==> config.mk <==
export PLATFORM = sky130hd
export DESIGN_NAME = eirq_core
export DESIGN_NICKNAME = d
export VERILOG_FILES = /design/src/rtl/eirq_pkg.sv /design/src/rtl/eirq_fall_det.sv /design/src/rtl/eirq_core.sv
export VERILOG_INCLUDE_DIRS = /design/src /design/src/rtl
export SDC_FILE = /design/constraint.sdc
export NUM_CORES = 1
export LEC_CHECK = 0
export BUFFER_PORTS_ARGS = -buffer_cell sky130_fd_sc_hd__buf_2
export CORE_MARGIN = 4
export CORE_UTILIZATION = 45
export CTS_CLUSTER_DIAMETER = 40
export CTS_CLUSTER_SIZE = 25
export DETAILED_ROUTE_END_ITERATION = 10
export HOLD_SLACK_MARGIN = 0.06
export PLACE_DENSITY = 0.77
export SLEW_MARGIN = 20
export SYNTH_ARGS = -nofsm -noshare
export SYNTH_HDL_FRONTEND = slang
export SYNTH_SLANG_ARGS = --single-unit
==> constraint.sdc <==
create_clock -name mclk_in -period 3.1 [get_ports mclk_in]
set_input_delay 0.31 -clock mclk_in [delete_from_list [all_inputs] [get_ports mclk_in]]
set_output_delay 0.31 -clock mclk_in [all_outputs]
set_load 0.01 [all_outputs]
==> src/rtl/eirq_regs.svh <==
`ifndef EIRQ_REGS_SVH
`define EIRQ_REGS_SVH
// bit positions shared by flag and enable registers
`define EIRQ_BIT_GLOBAL 15
`define EIRQ_BIT_EXP 14
`define EIRQ_BIT_DIGEST 13
`define EIRQ_BIT_CIPHER 12
`define EIRQ_BIT_LINK 11
`define EIRQ_BIT_PEND 6
`define EIRQ_BIT_COPY 5
`define EIRQ_BIT_FIXED 4
`define EIRQ_BIT_TXDONE 3
`define EIRQ_BIT_TXABT 2
`define EIRQ_BIT_RXABT 1
`define EIRQ_BIT_CFULL 0
// reset values
`define EIRQ_FLAGS_RST 16'h0000
`define EIRQ_EN_RST 16'h8010
// bits software may write in each register
`define EIRQ_FLAGS_WMASK 16'h782f
`define EIRQ_EN_WMASK 16'hf86f
`define EIRQ_CNT_MAX 8'hff
`define EIRQ_CNT_RST 8'h00
// sources that can raise the request; bit four has no flag
`define EIRQ_REQ_MASK 16'h7fef
`endif

==> src/rtl/eirq_pkg.sv <==
package eirq_pkg;
   typedef enum logic [1:0] {
      EIRQ_OP_NONE = 2'b00,
      EIRQ_OP_WRITE = 2'b01,
      EIRQ_OP_SET = 2'b10,
      EIRQ_OP_CLR = 2'b11
   } eirq_op_t;
endpackage

==> src/rtl/eirq_fall_det.sv <==
`timescale 1ns/1ps
// detects a one-to-zero step of a go bit from the same clock domain
module eirq_fall_det (
   input wire logic mclk_in,
   input wire logic resetn_in,
   input wire logic level_in,
   output logic fall_out
);
   logic prev_q;
   always_ff @(posedge mclk_in or negedge resetn_in) begin
      if (!resetn_in) begin
         prev_q <= 1'b0;
      end else begin
         prev_q <= level_in;
      end
   end
   assign fall_out = prev_q & ~level_in;
endmodule

==> src/rtl/eirq_core.sv <==
`timescale 1ns/1ps
`include "eirq_regs.svh"
// Contract
// - receive abort on no space or full counter
// - counter full flag when count reaches max
// - pin follows request status while globally enabled
// - enable register bits, reset with global enable and bit four set
// - enable bit four always reads one
// - no request leaves without global enable
// - exponent flag on exponent go falling
// - digest flag on block or calculation done
// - cipher flag on cipher go falling
// - link flag on any link change
// - pending flag mirrors non-zero frame count
// - copy flag on copy engine go falling
// - transmit done flag on request falling
// - transmit abort on collision, deferral, cancel
// - receive abort never for filter rejects
// - counter full clears on decrement
// - wake frame raises count, asserts request
// - flags set regardless of enables
// - pin stays low until flags cleared
// - flag register bit positions
module eirq_core (
   input wire logic mclk_in,
   input wire logic resetn_in,
   // register access port
   input wire logic [1:0] flags_op_in,
   input wire logic [1:0] en_op_in,
   input wire logic [15:0] wdata_in,
   output logic [15:0] event_flags_out,
   output logic [15:0] event_enables_out,
   output logic [15:0] global_status_out,
   // event sources
   input wire logic exp_go_in,
   input wire logic digest_done_in,
   input wire logic cipher_go_in,
   input wire logic link_up_in,
   input wire logic copy_engine_go_in,
   input wire logic tx_request_in,
   input wire logic tx_fail_in,
   input wire logic rx_no_space_in,
   input wire logic rx_frame_ok_in,
   input wire logic rx_filter_reject_in,
   input wire logic frame_dec_in,
   output logic irq_n_out
);
   logic [3:0] go_level;
   logic [3:0] go_fall;
   logic link_s1_q, link_s2_q, link_s3_q;
   logic [15:0] flags_q, flags_d, en_q, en_d, set_vec, keep_vec;
   logic [7:0] cnt_q, cnt_d;
   logic irq_n_q;
   logic req_q;
   logic req_d;

   // detectors reset low, so a go bit held high through reset gives no edge
   assign go_level = {tx_request_in, copy_engine_go_in, cipher_go_in,
      exp_go_in};
   genvar gi;
   generate
      for (gi = 0; gi < 4; gi++) begin : g_fall
         eirq_fall_det u_fall (
            .mclk_in(mclk_in),
            .resetn_in(resetn_in),
            .level_in(go_level[gi]),
            .fall_out(go_fall[gi])
         );
      end
   endgenerate
   wire exp_fall = go_fall[0];
   wire cipher_fall = go_fall[1];
   wire copy_fall = go_fall[2];
   wire tx_fall = go_fall[3];

   // link status comes from the phy side, so it is synchronised first
   always_ff @(posedge mclk_in or negedge resetn_in) begin
      if (!resetn_in) begin
         link_s1_q <= 1'b0;
         link_s2_q <= 1'b0;
         link_s3_q <= 1'b0;
      end else begin
         link_s1_q <= link_up_in;
         link_s2_q <= link_s1_q;
         link_s3_q <= link_s2_q;
      end
   end
   wire link_change = link_s2_q ^ link_s3_q;

   // frame counter; a frame arriving at max or without space is dropped
   wire cnt_full = (cnt_q == `EIRQ_CNT_MAX);
   wire frame_drop = (rx_frame_ok_in & cnt_full) | rx_no_space_in;
   // filter rejects never reach the abort flag
   wire frame_keep = rx_frame_ok_in & ~cnt_full & ~rx_no_space_in;
   wire cnt_dec = frame_dec_in & (cnt_q != 8'h00);
   always_comb begin
      cnt_d = cnt_q;
      if (frame_keep & ~cnt_dec) begin
         cnt_d = cnt_q + 8'h01;
      end else if (cnt_dec & ~frame_keep) begin
         cnt_d = cnt_q - 8'h01;
      end
   end
   wire cnt_reach_max = (cnt_d == `EIRQ_CNT_MAX) & ~cnt_full;

   // hardware sets, independent of enables
   always_comb begin
      set_vec = 16'h0000;
      set_vec[`EIRQ_BIT_EXP] = exp_fall;
      set_vec[`EIRQ_BIT_DIGEST] = digest_done_in;
      set_vec[`EIRQ_BIT_CIPHER] = cipher_fall;
      set_vec[`EIRQ_BIT_LINK] = link_change;
      set_vec[`EIRQ_BIT_COPY] = copy_fall;
      // a failed transmit is reported as abort; done still sets when the request falls
      set_vec[`EIRQ_BIT_TXDONE] = tx_fall;
      set_vec[`EIRQ_BIT_TXABT] = tx_fail_in;
      set_vec[`EIRQ_BIT_RXABT] = frame_drop;
      set_vec[`EIRQ_BIT_CFULL] = cnt_reach_max;
   end

   // a software cancel looks like a clean end from here, so the
   // transmitter reports every abort cause, cancel included, on tx_fail_in

   // shared by both registers: plain write, bit set or bit clear under mask
   function automatic logic [15:0] apply_op(input logic [1:0] op,
      input logic [15:0] cur, input logic [15:0] data,
      input logic [15:0] mask);
      logic [15:0] res;
      res = cur;
      case (eirq_pkg::eirq_op_t'(op))
         eirq_pkg::EIRQ_OP_WRITE: res = (cur & ~mask) | (data & mask);
         eirq_pkg::EIRQ_OP_SET: res = cur | (data & mask);
         eirq_pkg::EIRQ_OP_CLR: res = cur & ~(data & mask);
         default: res = cur;
      endcase
      return res;
   endfunction

   // software write path; set beats clear in the same cycle
   always_comb begin
      keep_vec = apply_op(flags_op_in, flags_q, wdata_in,
         `EIRQ_FLAGS_WMASK);
      flags_d = keep_vec | set_vec;
      // pending mirrors the counter, read only
      flags_d[`EIRQ_BIT_PEND] = (cnt_d != 8'h00);
      // counter full drops on any decrement
      if (cnt_dec) begin
         flags_d[`EIRQ_BIT_CFULL] = 1'b0;
      end
      flags_d[10:7] = 4'h0;
      flags_d[`EIRQ_BIT_FIXED] = 1'b0;
      flags_d[`EIRQ_BIT_GLOBAL] = 1'b0;
   end

   always_comb begin
      en_d = apply_op(en_op_in, en_q, wdata_in,
         `EIRQ_EN_WMASK);
      // reserved enables are held low even if software writes ones
      en_d[10:7] = 4'h0;
      en_d[`EIRQ_BIT_FIXED] = 1'b1;
   end

   // aggregated request, bit four excluded as it has no flag
   assign req_d = |(flags_d & en_d & `EIRQ_REQ_MASK);

   always_ff @(posedge mclk_in or negedge resetn_in) begin
      if (!resetn_in) begin
         flags_q <= `EIRQ_FLAGS_RST;
      end else begin
         flags_q <= flags_d;
      end
   end

   always_ff @(posedge mclk_in or negedge resetn_in) begin
      if (!resetn_in) begin
         en_q <= `EIRQ_EN_RST;
      end else begin
         en_q <= en_d;
      end
   end

   always_ff @(posedge mclk_in or negedge resetn_in) begin
      if (!resetn_in) begin
         cnt_q <= `EIRQ_CNT_RST;
      end else begin
         cnt_q <= cnt_d;
      end
   end

   // status copy kept in a flop so the output comes straight from one
   always_ff @(posedge mclk_in or negedge resetn_in) begin
      if (!resetn_in) begin
         req_q <= 1'b0;
      end else begin
         req_q <= req_d;
      end
   end

   // pin held high while global enable is low
   always_ff @(posedge mclk_in or negedge resetn_in) begin
      if (!resetn_in) begin
         irq_n_q <= 1'b1;
      end else begin
         irq_n_q <= ~(req_d & en_d[`EIRQ_BIT_GLOBAL]);
      end
   end

   assign irq_n_out = irq_n_q;
   assign event_flags_out = flags_q;
   assign event_enables_out = en_q;
   assign global_status_out = {req_q, 6'h00, link_s3_q, cnt_q};

   // request pin
   pin_gate_a: assert property (
      @(posedge mclk_in) disable iff (!resetn_in)
      !en_q[`EIRQ_BIT_GLOBAL] |-> irq_n_out)
      else $error("request pin low while globally disabled");
   pin_follow_a: assert property (
      @(posedge mclk_in) disable iff (!resetn_in)
      en_q[`EIRQ_BIT_GLOBAL] |-> (irq_n_out == ~req_q))
      else $error("request pin does not follow status");
   pin_hold_a: assert property (
      @(posedge mclk_in) disable iff (!resetn_in)
      (!irq_n_out && flags_op_in == 2'b00 && en_op_in == 2'b00
      && !frame_dec_in) |=> !irq_n_out)
      else $error("request pin released with no clear");
   wake_req_a: assert property (
      @(posedge mclk_in) disable iff (!resetn_in)
      (en_q[`EIRQ_BIT_GLOBAL] && en_q[`EIRQ_BIT_PEND]
      && flags_q[`EIRQ_BIT_PEND]) |-> !irq_n_out)
      else $error("pending frame did not raise request");

   // enable register
   fixed_bit_a: assert property (
      @(posedge mclk_in) disable iff (!resetn_in)
      en_q[`EIRQ_BIT_FIXED])
      else $error("fixed enable bit lost");
   rsvd_en_a: assert property (
      @(posedge mclk_in) disable iff (!resetn_in)
      en_q[10:7] == 4'h0)
      else $error("reserved enable bits set");
   en_write_a: assert property (
      @(posedge mclk_in) disable iff (!resetn_in)
      (en_op_in == 2'b01) |=> (en_q == (($past(wdata_in)
      & `EIRQ_EN_WMASK) | 16'h0010)))
      else $error("enable write not taken");
   en_clr_a: assert property (
      @(posedge mclk_in) disable iff (!resetn_in)
      (en_op_in == 2'b11 && wdata_in[`EIRQ_BIT_GLOBAL])
      |=> !en_q[`EIRQ_BIT_GLOBAL])
      else $error("global enable not cleared");

   // flag register
   flags_rsvd_a: assert property (
      @(posedge mclk_in) disable iff (!resetn_in)
      (flags_q[10:7] == 4'h0) && !flags_q[`EIRQ_BIT_FIXED]
      && !flags_q[`EIRQ_BIT_GLOBAL])
      else $error("reserved flag bits set");
   pend_mirror_a: assert property (
      @(posedge mclk_in) disable iff (!resetn_in)
      flags_q[`EIRQ_BIT_PEND] == (cnt_q != 8'h00))
      else $error("pending flag does not mirror count");
   exp_set_a: assert property (
      @(posedge mclk_in) disable iff (!resetn_in)
      $fell(exp_go_in) |=> flags_q[`EIRQ_BIT_EXP])
      else $error("exponent flag not set");
   digest_set_a: assert property (
      @(posedge mclk_in) disable iff (!resetn_in)
      digest_done_in |=> flags_q[`EIRQ_BIT_DIGEST])
      else $error("digest flag not set");
   cipher_set_a: assert property (
      @(posedge mclk_in) disable iff (!resetn_in)
      $fell(cipher_go_in) |=> flags_q[`EIRQ_BIT_CIPHER])
      else $error("cipher flag not set");
   link_set_a: assert property (
      @(posedge mclk_in) disable iff (!resetn_in)
      (link_s2_q != link_s3_q) |=> flags_q[`EIRQ_BIT_LINK])
      else $error("link flag not set");
   copy_set_a: assert property (
      @(posedge mclk_in) disable iff (!resetn_in)
      $fell(copy_engine_go_in) |=> flags_q[`EIRQ_BIT_COPY])
      else $error("copy flag not set");
   tx_done_a: assert property (
      @(posedge mclk_in) disable iff (!resetn_in)
      $fell(tx_request_in) |=> flags_q[`EIRQ_BIT_TXDONE])
      else $error("transmit done flag not set");
   tx_abort_a: assert property (
      @(posedge mclk_in) disable iff (!resetn_in)
      tx_fail_in |=> flags_q[`EIRQ_BIT_TXABT])
      else $error("transmit abort flag not set");
   masked_set_a: assert property (
      @(posedge mclk_in) disable iff (!resetn_in)
      (tx_fail_in && !en_q[`EIRQ_BIT_TXABT]) |=> flags_q[`EIRQ_BIT_TXABT])
      else $error("disabled source flag not set");
   flag_hold_a: assert property (
      @(posedge mclk_in) disable iff (!resetn_in)
      (flags_q[`EIRQ_BIT_EXP] && flags_op_in == 2'b00)
      |=> flags_q[`EIRQ_BIT_EXP])
      else $error("latched flag cleared itself");
   flags_clr_a: assert property (
      @(posedge mclk_in) disable iff (!resetn_in)
      (flags_op_in == 2'b11 && wdata_in[`EIRQ_BIT_EXP] && !exp_fall)
      |=> !flags_q[`EIRQ_BIT_EXP])
      else $error("bit clear of flag not taken");
   set_wins_a: assert property (
      @(posedge mclk_in) disable iff (!resetn_in)
      (digest_done_in && flags_op_in == 2'b11 && wdata_in[`EIRQ_BIT_DIGEST])
      |=> flags_q[`EIRQ_BIT_DIGEST])
      else $error("clear beat a hardware set");

   // receive side and frame counter
   rx_drop_a: assert property (
      @(posedge mclk_in) disable iff (!resetn_in)
      (rx_frame_ok_in && cnt_full) |=> flags_q[`EIRQ_BIT_RXABT])
      else $error("receive abort not set on full counter");
   rx_space_a: assert property (
      @(posedge mclk_in) disable iff (!resetn_in)
      rx_no_space_in |=> flags_q[`EIRQ_BIT_RXABT])
      else $error("receive abort not set on no space");
   cnt_sat_a: assert property (
      @(posedge mclk_in) disable iff (!resetn_in)
      (cnt_full && rx_frame_ok_in && !frame_dec_in)
      |=> (cnt_q == `EIRQ_CNT_MAX))
      else $error("frame counter wrapped");
   cfull_set_a: assert property (
      @(posedge mclk_in) disable iff (!resetn_in)
      (rx_frame_ok_in && !rx_no_space_in && !frame_dec_in
      && cnt_q == 8'hfe) |=> flags_q[`EIRQ_BIT_CFULL])
      else $error("counter full flag not set");
   cfull_clr_a: assert property (
      @(posedge mclk_in) disable iff (!resetn_in)
      (frame_dec_in && cnt_full && !rx_frame_ok_in)
      |=> !flags_q[`EIRQ_BIT_CFULL])
      else $error("counter full flag not cleared");
   reject_a: assert property (
      @(posedge mclk_in) disable iff (!resetn_in)
      (rx_filter_reject_in && !rx_frame_ok_in && !rx_no_space_in
      && !flags_q[`EIRQ_BIT_RXABT] && flags_op_in == 2'b00)
      |=> !flags_q[`EIRQ_BIT_RXABT])
      else $error("filter reject raised receive abort");
   cnt_inc_a: assert property (
      @(posedge mclk_in) disable iff (!resetn_in)
      (rx_frame_ok_in && !rx_no_space_in && !cnt_full && !frame_dec_in)
      |=> (cnt_q == $past(cnt_q) + 8'h01))
      else $error("accepted frame not counted");
   cnt_dec_a: assert property (
      @(posedge mclk_in) disable iff (!resetn_in)
      (frame_dec_in && !rx_frame_ok_in && cnt_q != 8'h00)
      |=> (cnt_q == $past(cnt_q) - 8'h01))
      else $error("frame counter not decremented");
   cnt_floor_a: assert property (
      @(posedge mclk_in) disable iff (!resetn_in)
      (frame_dec_in && !rx_frame_ok_in && cnt_q == 8'h00)
      |=> (cnt_q == 8'h00))
      else $error("frame counter went below zero");
   cnt_idle_a: assert property (
      @(posedge mclk_in) disable iff (!resetn_in)
      (!rx_frame_ok_in && !frame_dec_in) |=> $stable(cnt_q))
      else $error("frame counter moved with no event");
endmodule

After elaboration in Yosys (flattened, before gate mapping)
Index checks and enable logic that the tools add are counted.
{"block": "classes", "add_sub_neg": 2, "n_eq_ne": 8, "mux": 5, "n_bitwise": 32, "reduce_logical": 3}
{"operator": "16-bit case mux with 3 select lines", "count": 1}
{"operator": "15-bit case mux with 3 select lines", "count": 1}
{"operator": "15-bit AND", "count": 2}
{"operator": "15-bit OR", "count": 2}
{"operator": "16-bit AND", "count": 1}
{"operator": "8-bit == test (second input constant)", "count": 2}
{"operator": "8-bit 2-to-1 mux", "count": 2}
{"operator": "16-bit NOT", "count": 1}
{"operator": "16-bit OR", "count": 1}
{"operator": "8-bit nonzero test", "count": 2}
{"operator": "15-bit NOT", "count": 1}
{"operator": "7-bit by 15-bit OR with 15-bit output", "count": 1}
{"operator": "14-bit OR reduction", "count": 1}
{"operator": "1-bit AND", "count": 12}
{"operator": "1-bit NOT", "count": 9}
{"operator": "8-bit by 1-bit adder with 8-bit output (second input constant)", "count": 1}
{"operator": "2-bit == test (second input constant)", "count": 4}
{"operator": "8-bit by 1-bit subtractor with 8-bit output (second input constant)", "count": 1}
{"operator": "2-bit by 1-bit == test with 1-bit output (second input constant)", "count": 2}
{"operator": "1-bit 2-to-1 mux", "count": 1}
{"operator": "1-bit OR", "count": 1}
{"operator": "1-bit bitwise XOR", "count": 1}
{"block": "totals", "regBits": 38, "inputBits": 33, "output_inout_bits": 49, "word_cells": 62}

Depth between registers and ports, before layout
{"block": "depth", "ltp_word": 16, "mapped_depth": 11}

Modules after synthesis
From an unflattened synthesis, not the netlist that was laid out.
{"block": "unflattened", "hier_cells": 240, "area_unflattened_um2": 2323.5}
{"module": "eirq_core", "instances": 1, "cells_each": 232, "area_per_inst_um2": 2168.3}
{"module": "eirq_fall_det", "instances": 4, "cells_each": 2, "area_per_inst_um2": 38.8}

Worst setup path before layout
OpenSTA, ideal clock, no wires.
{"block": "synth_path", "path_type": "register to register", "startpoint": "register cnt_q[0]", "endpoint": "register req_q", "setup_time_ps": 131, "arrival_time_ps": 2844, "path_slack_ps": 125, "stages_incl_launch_ff": 11, "path_cell_list": "dfrtp_1 > inv_1 > ha_1 > nor3b_4 > a21boi_2 > nor3_2 > o21bai_2 > a21oi_1 > or4_1 > or4_4 > a221o_1"}
{"block": "synth_via", "word_cells_on_any_way": 23}
{"item": "from (decl)", "line_no": "eirq_core.sv:52", "source": "logic [7:0] cnt_q, cnt_d;"}
{"item": "from (signal assigned)", "line_no": "eirq_core.sv:184", "source": "cnt_q <= `EIRQ_CNT_RST;"}
{"item": "from (signal assigned)", "line_no": "eirq_core.sv:186", "source": "cnt_q <= cnt_d;"}
{"item": "8-bit == test (no line)"}
{"item": "1-bit NOT", "line_no": "eirq_core.sv:94", "source": "wire frame_keep = rx_frame_ok_in & ~cnt_full & ~rx_no_space_in;"}
{"item": "1-bit AND (2 in a row)", "line_no": "eirq_core.sv:94"}
{"item": "1-bit NOT", "line_no": "eirq_core.sv:100", "source": "end else if (cnt_dec & ~frame_keep) begin"}
{"item": "1-bit AND", "line_no": "eirq_core.sv:100"}
{"item": "8-bit 2-to-1 mux", "line_no": "eirq_core.sv:100"}
{"item": "8-bit 2-to-1 mux *", "line_no": "eirq_core.sv:98", "source": "if (frame_keep & ~cnt_dec) begin"}
{"item": "named net cnt_d[5]", "line_no": "eirq_core.sv:52"}
{"item": "8-bit nonzero test *", "line_no": "eirq_core.sv:145", "source": "flags_d[`EIRQ_BIT_PEND] = (cnt_d != 8'h00);"}
{"item": "named net flags_d[6]", "line_no": "eirq_core.sv:51", "source": "logic [15:0] flags_q, flags_d, en_q, en_d, set_vec, keep_vec;"}
{"item": "15-bit AND *", "line_no": "eirq_core.sv:164", "source": "assign req_d = |(flags_d & en_d & `EIRQ_REQ_MASK);"}
{"item": "14-bit OR reduction *", "line_no": "eirq_core.sv:164"}
{"item": "named net req_d", "line_no": "eirq_core.sv:55", "source": "logic req_d;"}
{"item": "to (signal assigned)", "line_no": "eirq_core.sv:195", "source": "req_q <= req_d;"}
{"item": "to (decl)", "line_no": "eirq_core.sv:54", "source": "logic req_q;"}
Mark *: on every way through the listed nets, which the timed path passes. The rest lies on a longest branch.

Worst setup path after layout
{"block": "layout_path", "startpoint": "register cnt_q[0]", "endpoint": "register irq_n_q (netlist: irq_n_out)"}
{"block": "layout_via", "word_cells_on_any_way": 25}
{"item": "8-bit == test (no line)"}
{"item": "1-bit NOT", "line_no": "eirq_core.sv:94"}
{"item": "1-bit AND (2 in a row)", "line_no": "eirq_core.sv:94"}
{"item": "1-bit NOT", "line_no": "eirq_core.sv:100"}
{"item": "1-bit AND", "line_no": "eirq_core.sv:100"}
{"item": "8-bit 2-to-1 mux", "line_no": "eirq_core.sv:100"}
{"item": "8-bit 2-to-1 mux *", "line_no": "eirq_core.sv:98"}
{"item": "named net cnt_d[1]", "line_no": "eirq_core.sv:52"}
{"item": "8-bit nonzero test *", "line_no": "eirq_core.sv:145"}
{"item": "named net flags_d[6]", "line_no": "eirq_core.sv:51"}
{"item": "15-bit AND *", "line_no": "eirq_core.sv:164"}
{"item": "14-bit OR reduction *", "line_no": "eirq_core.sv:164"}
{"item": "named net req_d", "line_no": "eirq_core.sv:55"}
{"item": "1-bit AND *", "line_no": "eirq_core.sv:204", "source": "irq_n_q <= ~(req_d & en_d[`EIRQ_BIT_GLOBAL]);"}
{"item": "1-bit NOT *", "line_no": "eirq_core.sv:204"}
{"item": "to (signal assigned)", "line_no": "eirq_core.sv:204"}
{"item": "to (decl)", "line_no": "eirq_core.sv:53", "source": "logic irq_n_q;"}
Marks and branches as above.

==> impl_results.md <==
* Clk buf depth at 2
* Startpoint Class: register
* Iteration-0 DRC Markers at 149
* Final nets at ~330
* Max rail drop VDD at ~0.00032 V
* Worst path required time at roughly 3.3 ns
* Seq pwr share at 41.8%
* Post-synthesis sequential area ratio at a little over two fifths
* Avg Inst Size Synth at about 9.5 sq um
* Switching power total at 662 uW
* Clk slew on worst S/H paths at ~0.070 ns
* Final Hold Vio Count at 0
* Total number of vias at around 1900
* Post-CTS Resized at 0
* Power per cell area at about 660 nW/um^2
* Site row count at 25
* Fillers at 453
* Layout Utilization at 54.9%
* Worst-Skew Late Latency at slightly below 0.3 ns
* Top-level I/O count at between 80 and 90
* Worst-path maximum fanout at 6
* Power Internal at between 1000 and 1500 uW
* Hold Crit Class: in -> async
* Mapped Cells at roughly 230
* Setup TNS at 0 ns
* Mapped cell area at between 2000 and 2500 sq um
* Pin count of the biggest net entering global routing at 39
* Grt total ovfl at 0
* Core area at 4750 sq um
* DPL Wire Length at 3930 microns
* Multi-input gate area at 1100 sq um
* Hold buffer count at cts at 0
* DR vias/cell at roughly 5.3
* Min Tclk post-route at between 2 and 3 ns
* P_leak at 0.00115 uW
* Register Area at ~950 sq um
* H-tree depth at 2
* Total track usage at 17.4%
* Cts bufs inserted at 5
* Number of flops mapped to enable cells by yosys at 0
* Status: finished clean
* Clock root buffer: clkbuf_8
* Number of post-CTS setup repair buffers at 0
* WL/cell at approximately 14 microns
* CTS tree: yes
* TritonRoute pass-1 iters at 4
* Kind of critical path: reg -> reg
* Clock power frac at between 10% and 20%
* Final Cycle Share at 94.7%
* RSZ-0062 raised after global routing: no
* Overall die width at about 78 microns
* Main synth FF type: dfrtp_1
* Endpoints failing setup at 0
* Max_slew headroom at roughly 44%
* CP Capture Type: register
* Power share of the combinational group at approximately two fifths
* Port-buffer cells at 58
* RD Place Congestion at about 0.85
* N_diodes at 0
* Starting Density at roughly 47%
* FFs w/ async S/R, synth at 100%
* Vias in the first global route at between 1500 and 2000
* Setup Skew at 0.00764 ns
* Die area at approximately 6100 sq um
* Switching share of total power at between 30% and 40%
* DRC Markers at 0
* Netlist cell types at 53
* Worst-Margin Slew at roughly 0.83 ns
* Total power at about 1700 uW
* Initial antenna violation count at 0
* Max Cap Viol at 0
* Fin. max-slew vios at 0
* P&R area growth vs syn at 17.3%
* Drt total wl at a little over 5000 microns
* Synth Register Bits at 38
* Post-route antenna net violation count at 0
* Synth warnings at 0
* F_max at 0.340 GHz
* Die H at slightly below 80 microns
* Sink Count at 38
* First-pass GRT wire length at between 8000 and 9000 microns
* Share of layout cells above drive strength 1 at 31.1%
* Crit path DAT at between 3 and 4 ns
## registers in the layout, summed over array words and instances (netlist names)
register	flops
req_q	1
cnt_q	8
event_enables_out	11
irq_n_out	1
event_flags_out	10
link_s2_q	1
link_s1_q	1
link_s3_q	1
g_fall.u_fall.prev_q	4
## area by class of cell
class / count / area share [%]
multi-input combinational: 173 / 42.3
sequential: 38 / 36.6
timing repair buffer: 67 / 13.7
tap: 67 / 3.21
clock buffer: 6 / 2.78
inverter: 8 / 1.15
clock inverter: 1 / 0.288
## power by group through the flow
stage | Sequential (uW) | Combinational, uW | Clock (uW)
3_3_place_gp | 716 | 660 | 0
6_report | 716 | 674 | 321
4_1_cts | 711 | 674 | 330
2_1_floorplan | 737 | 406 | 0
3_5_place_dp | 720 | 672 | 0
5_1_grt | 734 | 748 | 352
## worst max-delay path, stage by stage, from the launching register on
cell     delay (ns)
dfrtp_2        0.41
inv_2          0.06
ha_1           0.20
nor3b_4        0.15
buf_4          0.16
nand2_1        0.09
nand2_1        0.08
o21ai_0        0.16
o32ai_1        0.11
or4_1          0.54
or4_4          0.50
a221o_1        0.35
nand2_1        0.07
## routing by layer
layer  GRT usage, %  part of all wire, %  vias up
li1               -                    -      924
met1           22.4                   45      913
met2           28.7                   47       61
met3           3.67                  6.3        6
met4           6.99                  1.4        0
met5              0                    0        -
## cells in the final DEF (no fill, tap or decap), types with 2 or more instances in the layout
master,n
nor2b_1,12
o21bai_1,2
dfrtp_1,35
ha_1,3
nand4_1,3
buf_4,9
nor3_1,5
buf_2,58
mux2i_1,2
xnor2_1,7
a21oi_1,14
nand2_1,19
nand2b_1,2
dfstp_2,2
and2_1,2
a211oi_1,22
and2b_2,2
o22ai_1,4
o21ai_0,9
nand3_1,2
inv_1,7
clkbuf_8,5
nor3b_1,2
conb_1,17
nor2_1,16
## cell families after synthesis
kind of cell	share of synthesized area, %
buffers and inverters	10.6
other	0.338
muxes	0.900
DFF	42.9
and+or+nand+nor	19.4
AOI/OAI and AO/OA	21.0
xor gates and xnor gates	3.15
adders and majority gates	1.69
## synth_stat cells, types with 2 or more instances
library cell	n	area share [%]
conb_1	2	0.34
nor2b_1	12	3.4
a211oi_1	22	7.4
and2_1	2	0.56
ha_1	3	1.7
buf_6	3	1.5
nand2b_1	2	0.56
a21oi_1	14	3.2
o21bai_1	2	0.68
nor3_1	5	1.1
dfstp_2	2	2.4
xnor2_1	7	2.8
buf_4	20	6.8
nand4_1	3	0.84
o22ai_1	4	1.1
clkbuf_1	5	0.84
nor3b_1	2	0.68
nor2_1	16	2.7
and2b_2	2	0.79
nand3_1	3	0.68
mux2i_1	2	0.90
inv_1	8	1.4
nand2_1	19	3.2
o21ai_0	9	2.0
dfrtp_1	36	41
## worst paths after layout
check / to / startpoint / cells after the start / slack [ns]
max reg2reg: irq_n_out / cnt_q[0] / 12 / 0.16
min reg2reg: link_s2_q / link_s1_q / 0 / 0.36
min: g_fall[2].u_fall.prev_q / resetn_in / 1 / 0.11
min in group mclk_in: link_s1_q / link_up_in / 1 / 0.12
max in group asynchronous: cnt_q[0] / resetn_in / 1 / 2.40
max: irq_n_out / cnt_q[0] / 12 / 0.16
## stage by stage
| step | cells | area, sq um | setup slack, ns | hold WS, ns |
|---|---|---|---|---|
| final | 360 | 2610 | 0.163 | 0.115 |
| after floorplan | 248 | 2280 | 0.125 | 0.0144 |
| after detailed placement | 353 | 2510 | 0.0553 | 0.343 |
| after CTS | 360 | 2590 | 0.0344 | 0.116 |
| after global routing | 360 | 2610 | 0.00856 | 0.121 |
| after global placement | 353 | 2510 | 0.0842 | 0.335 |
No activity file was read; power rests on OpenSTA's default activity.
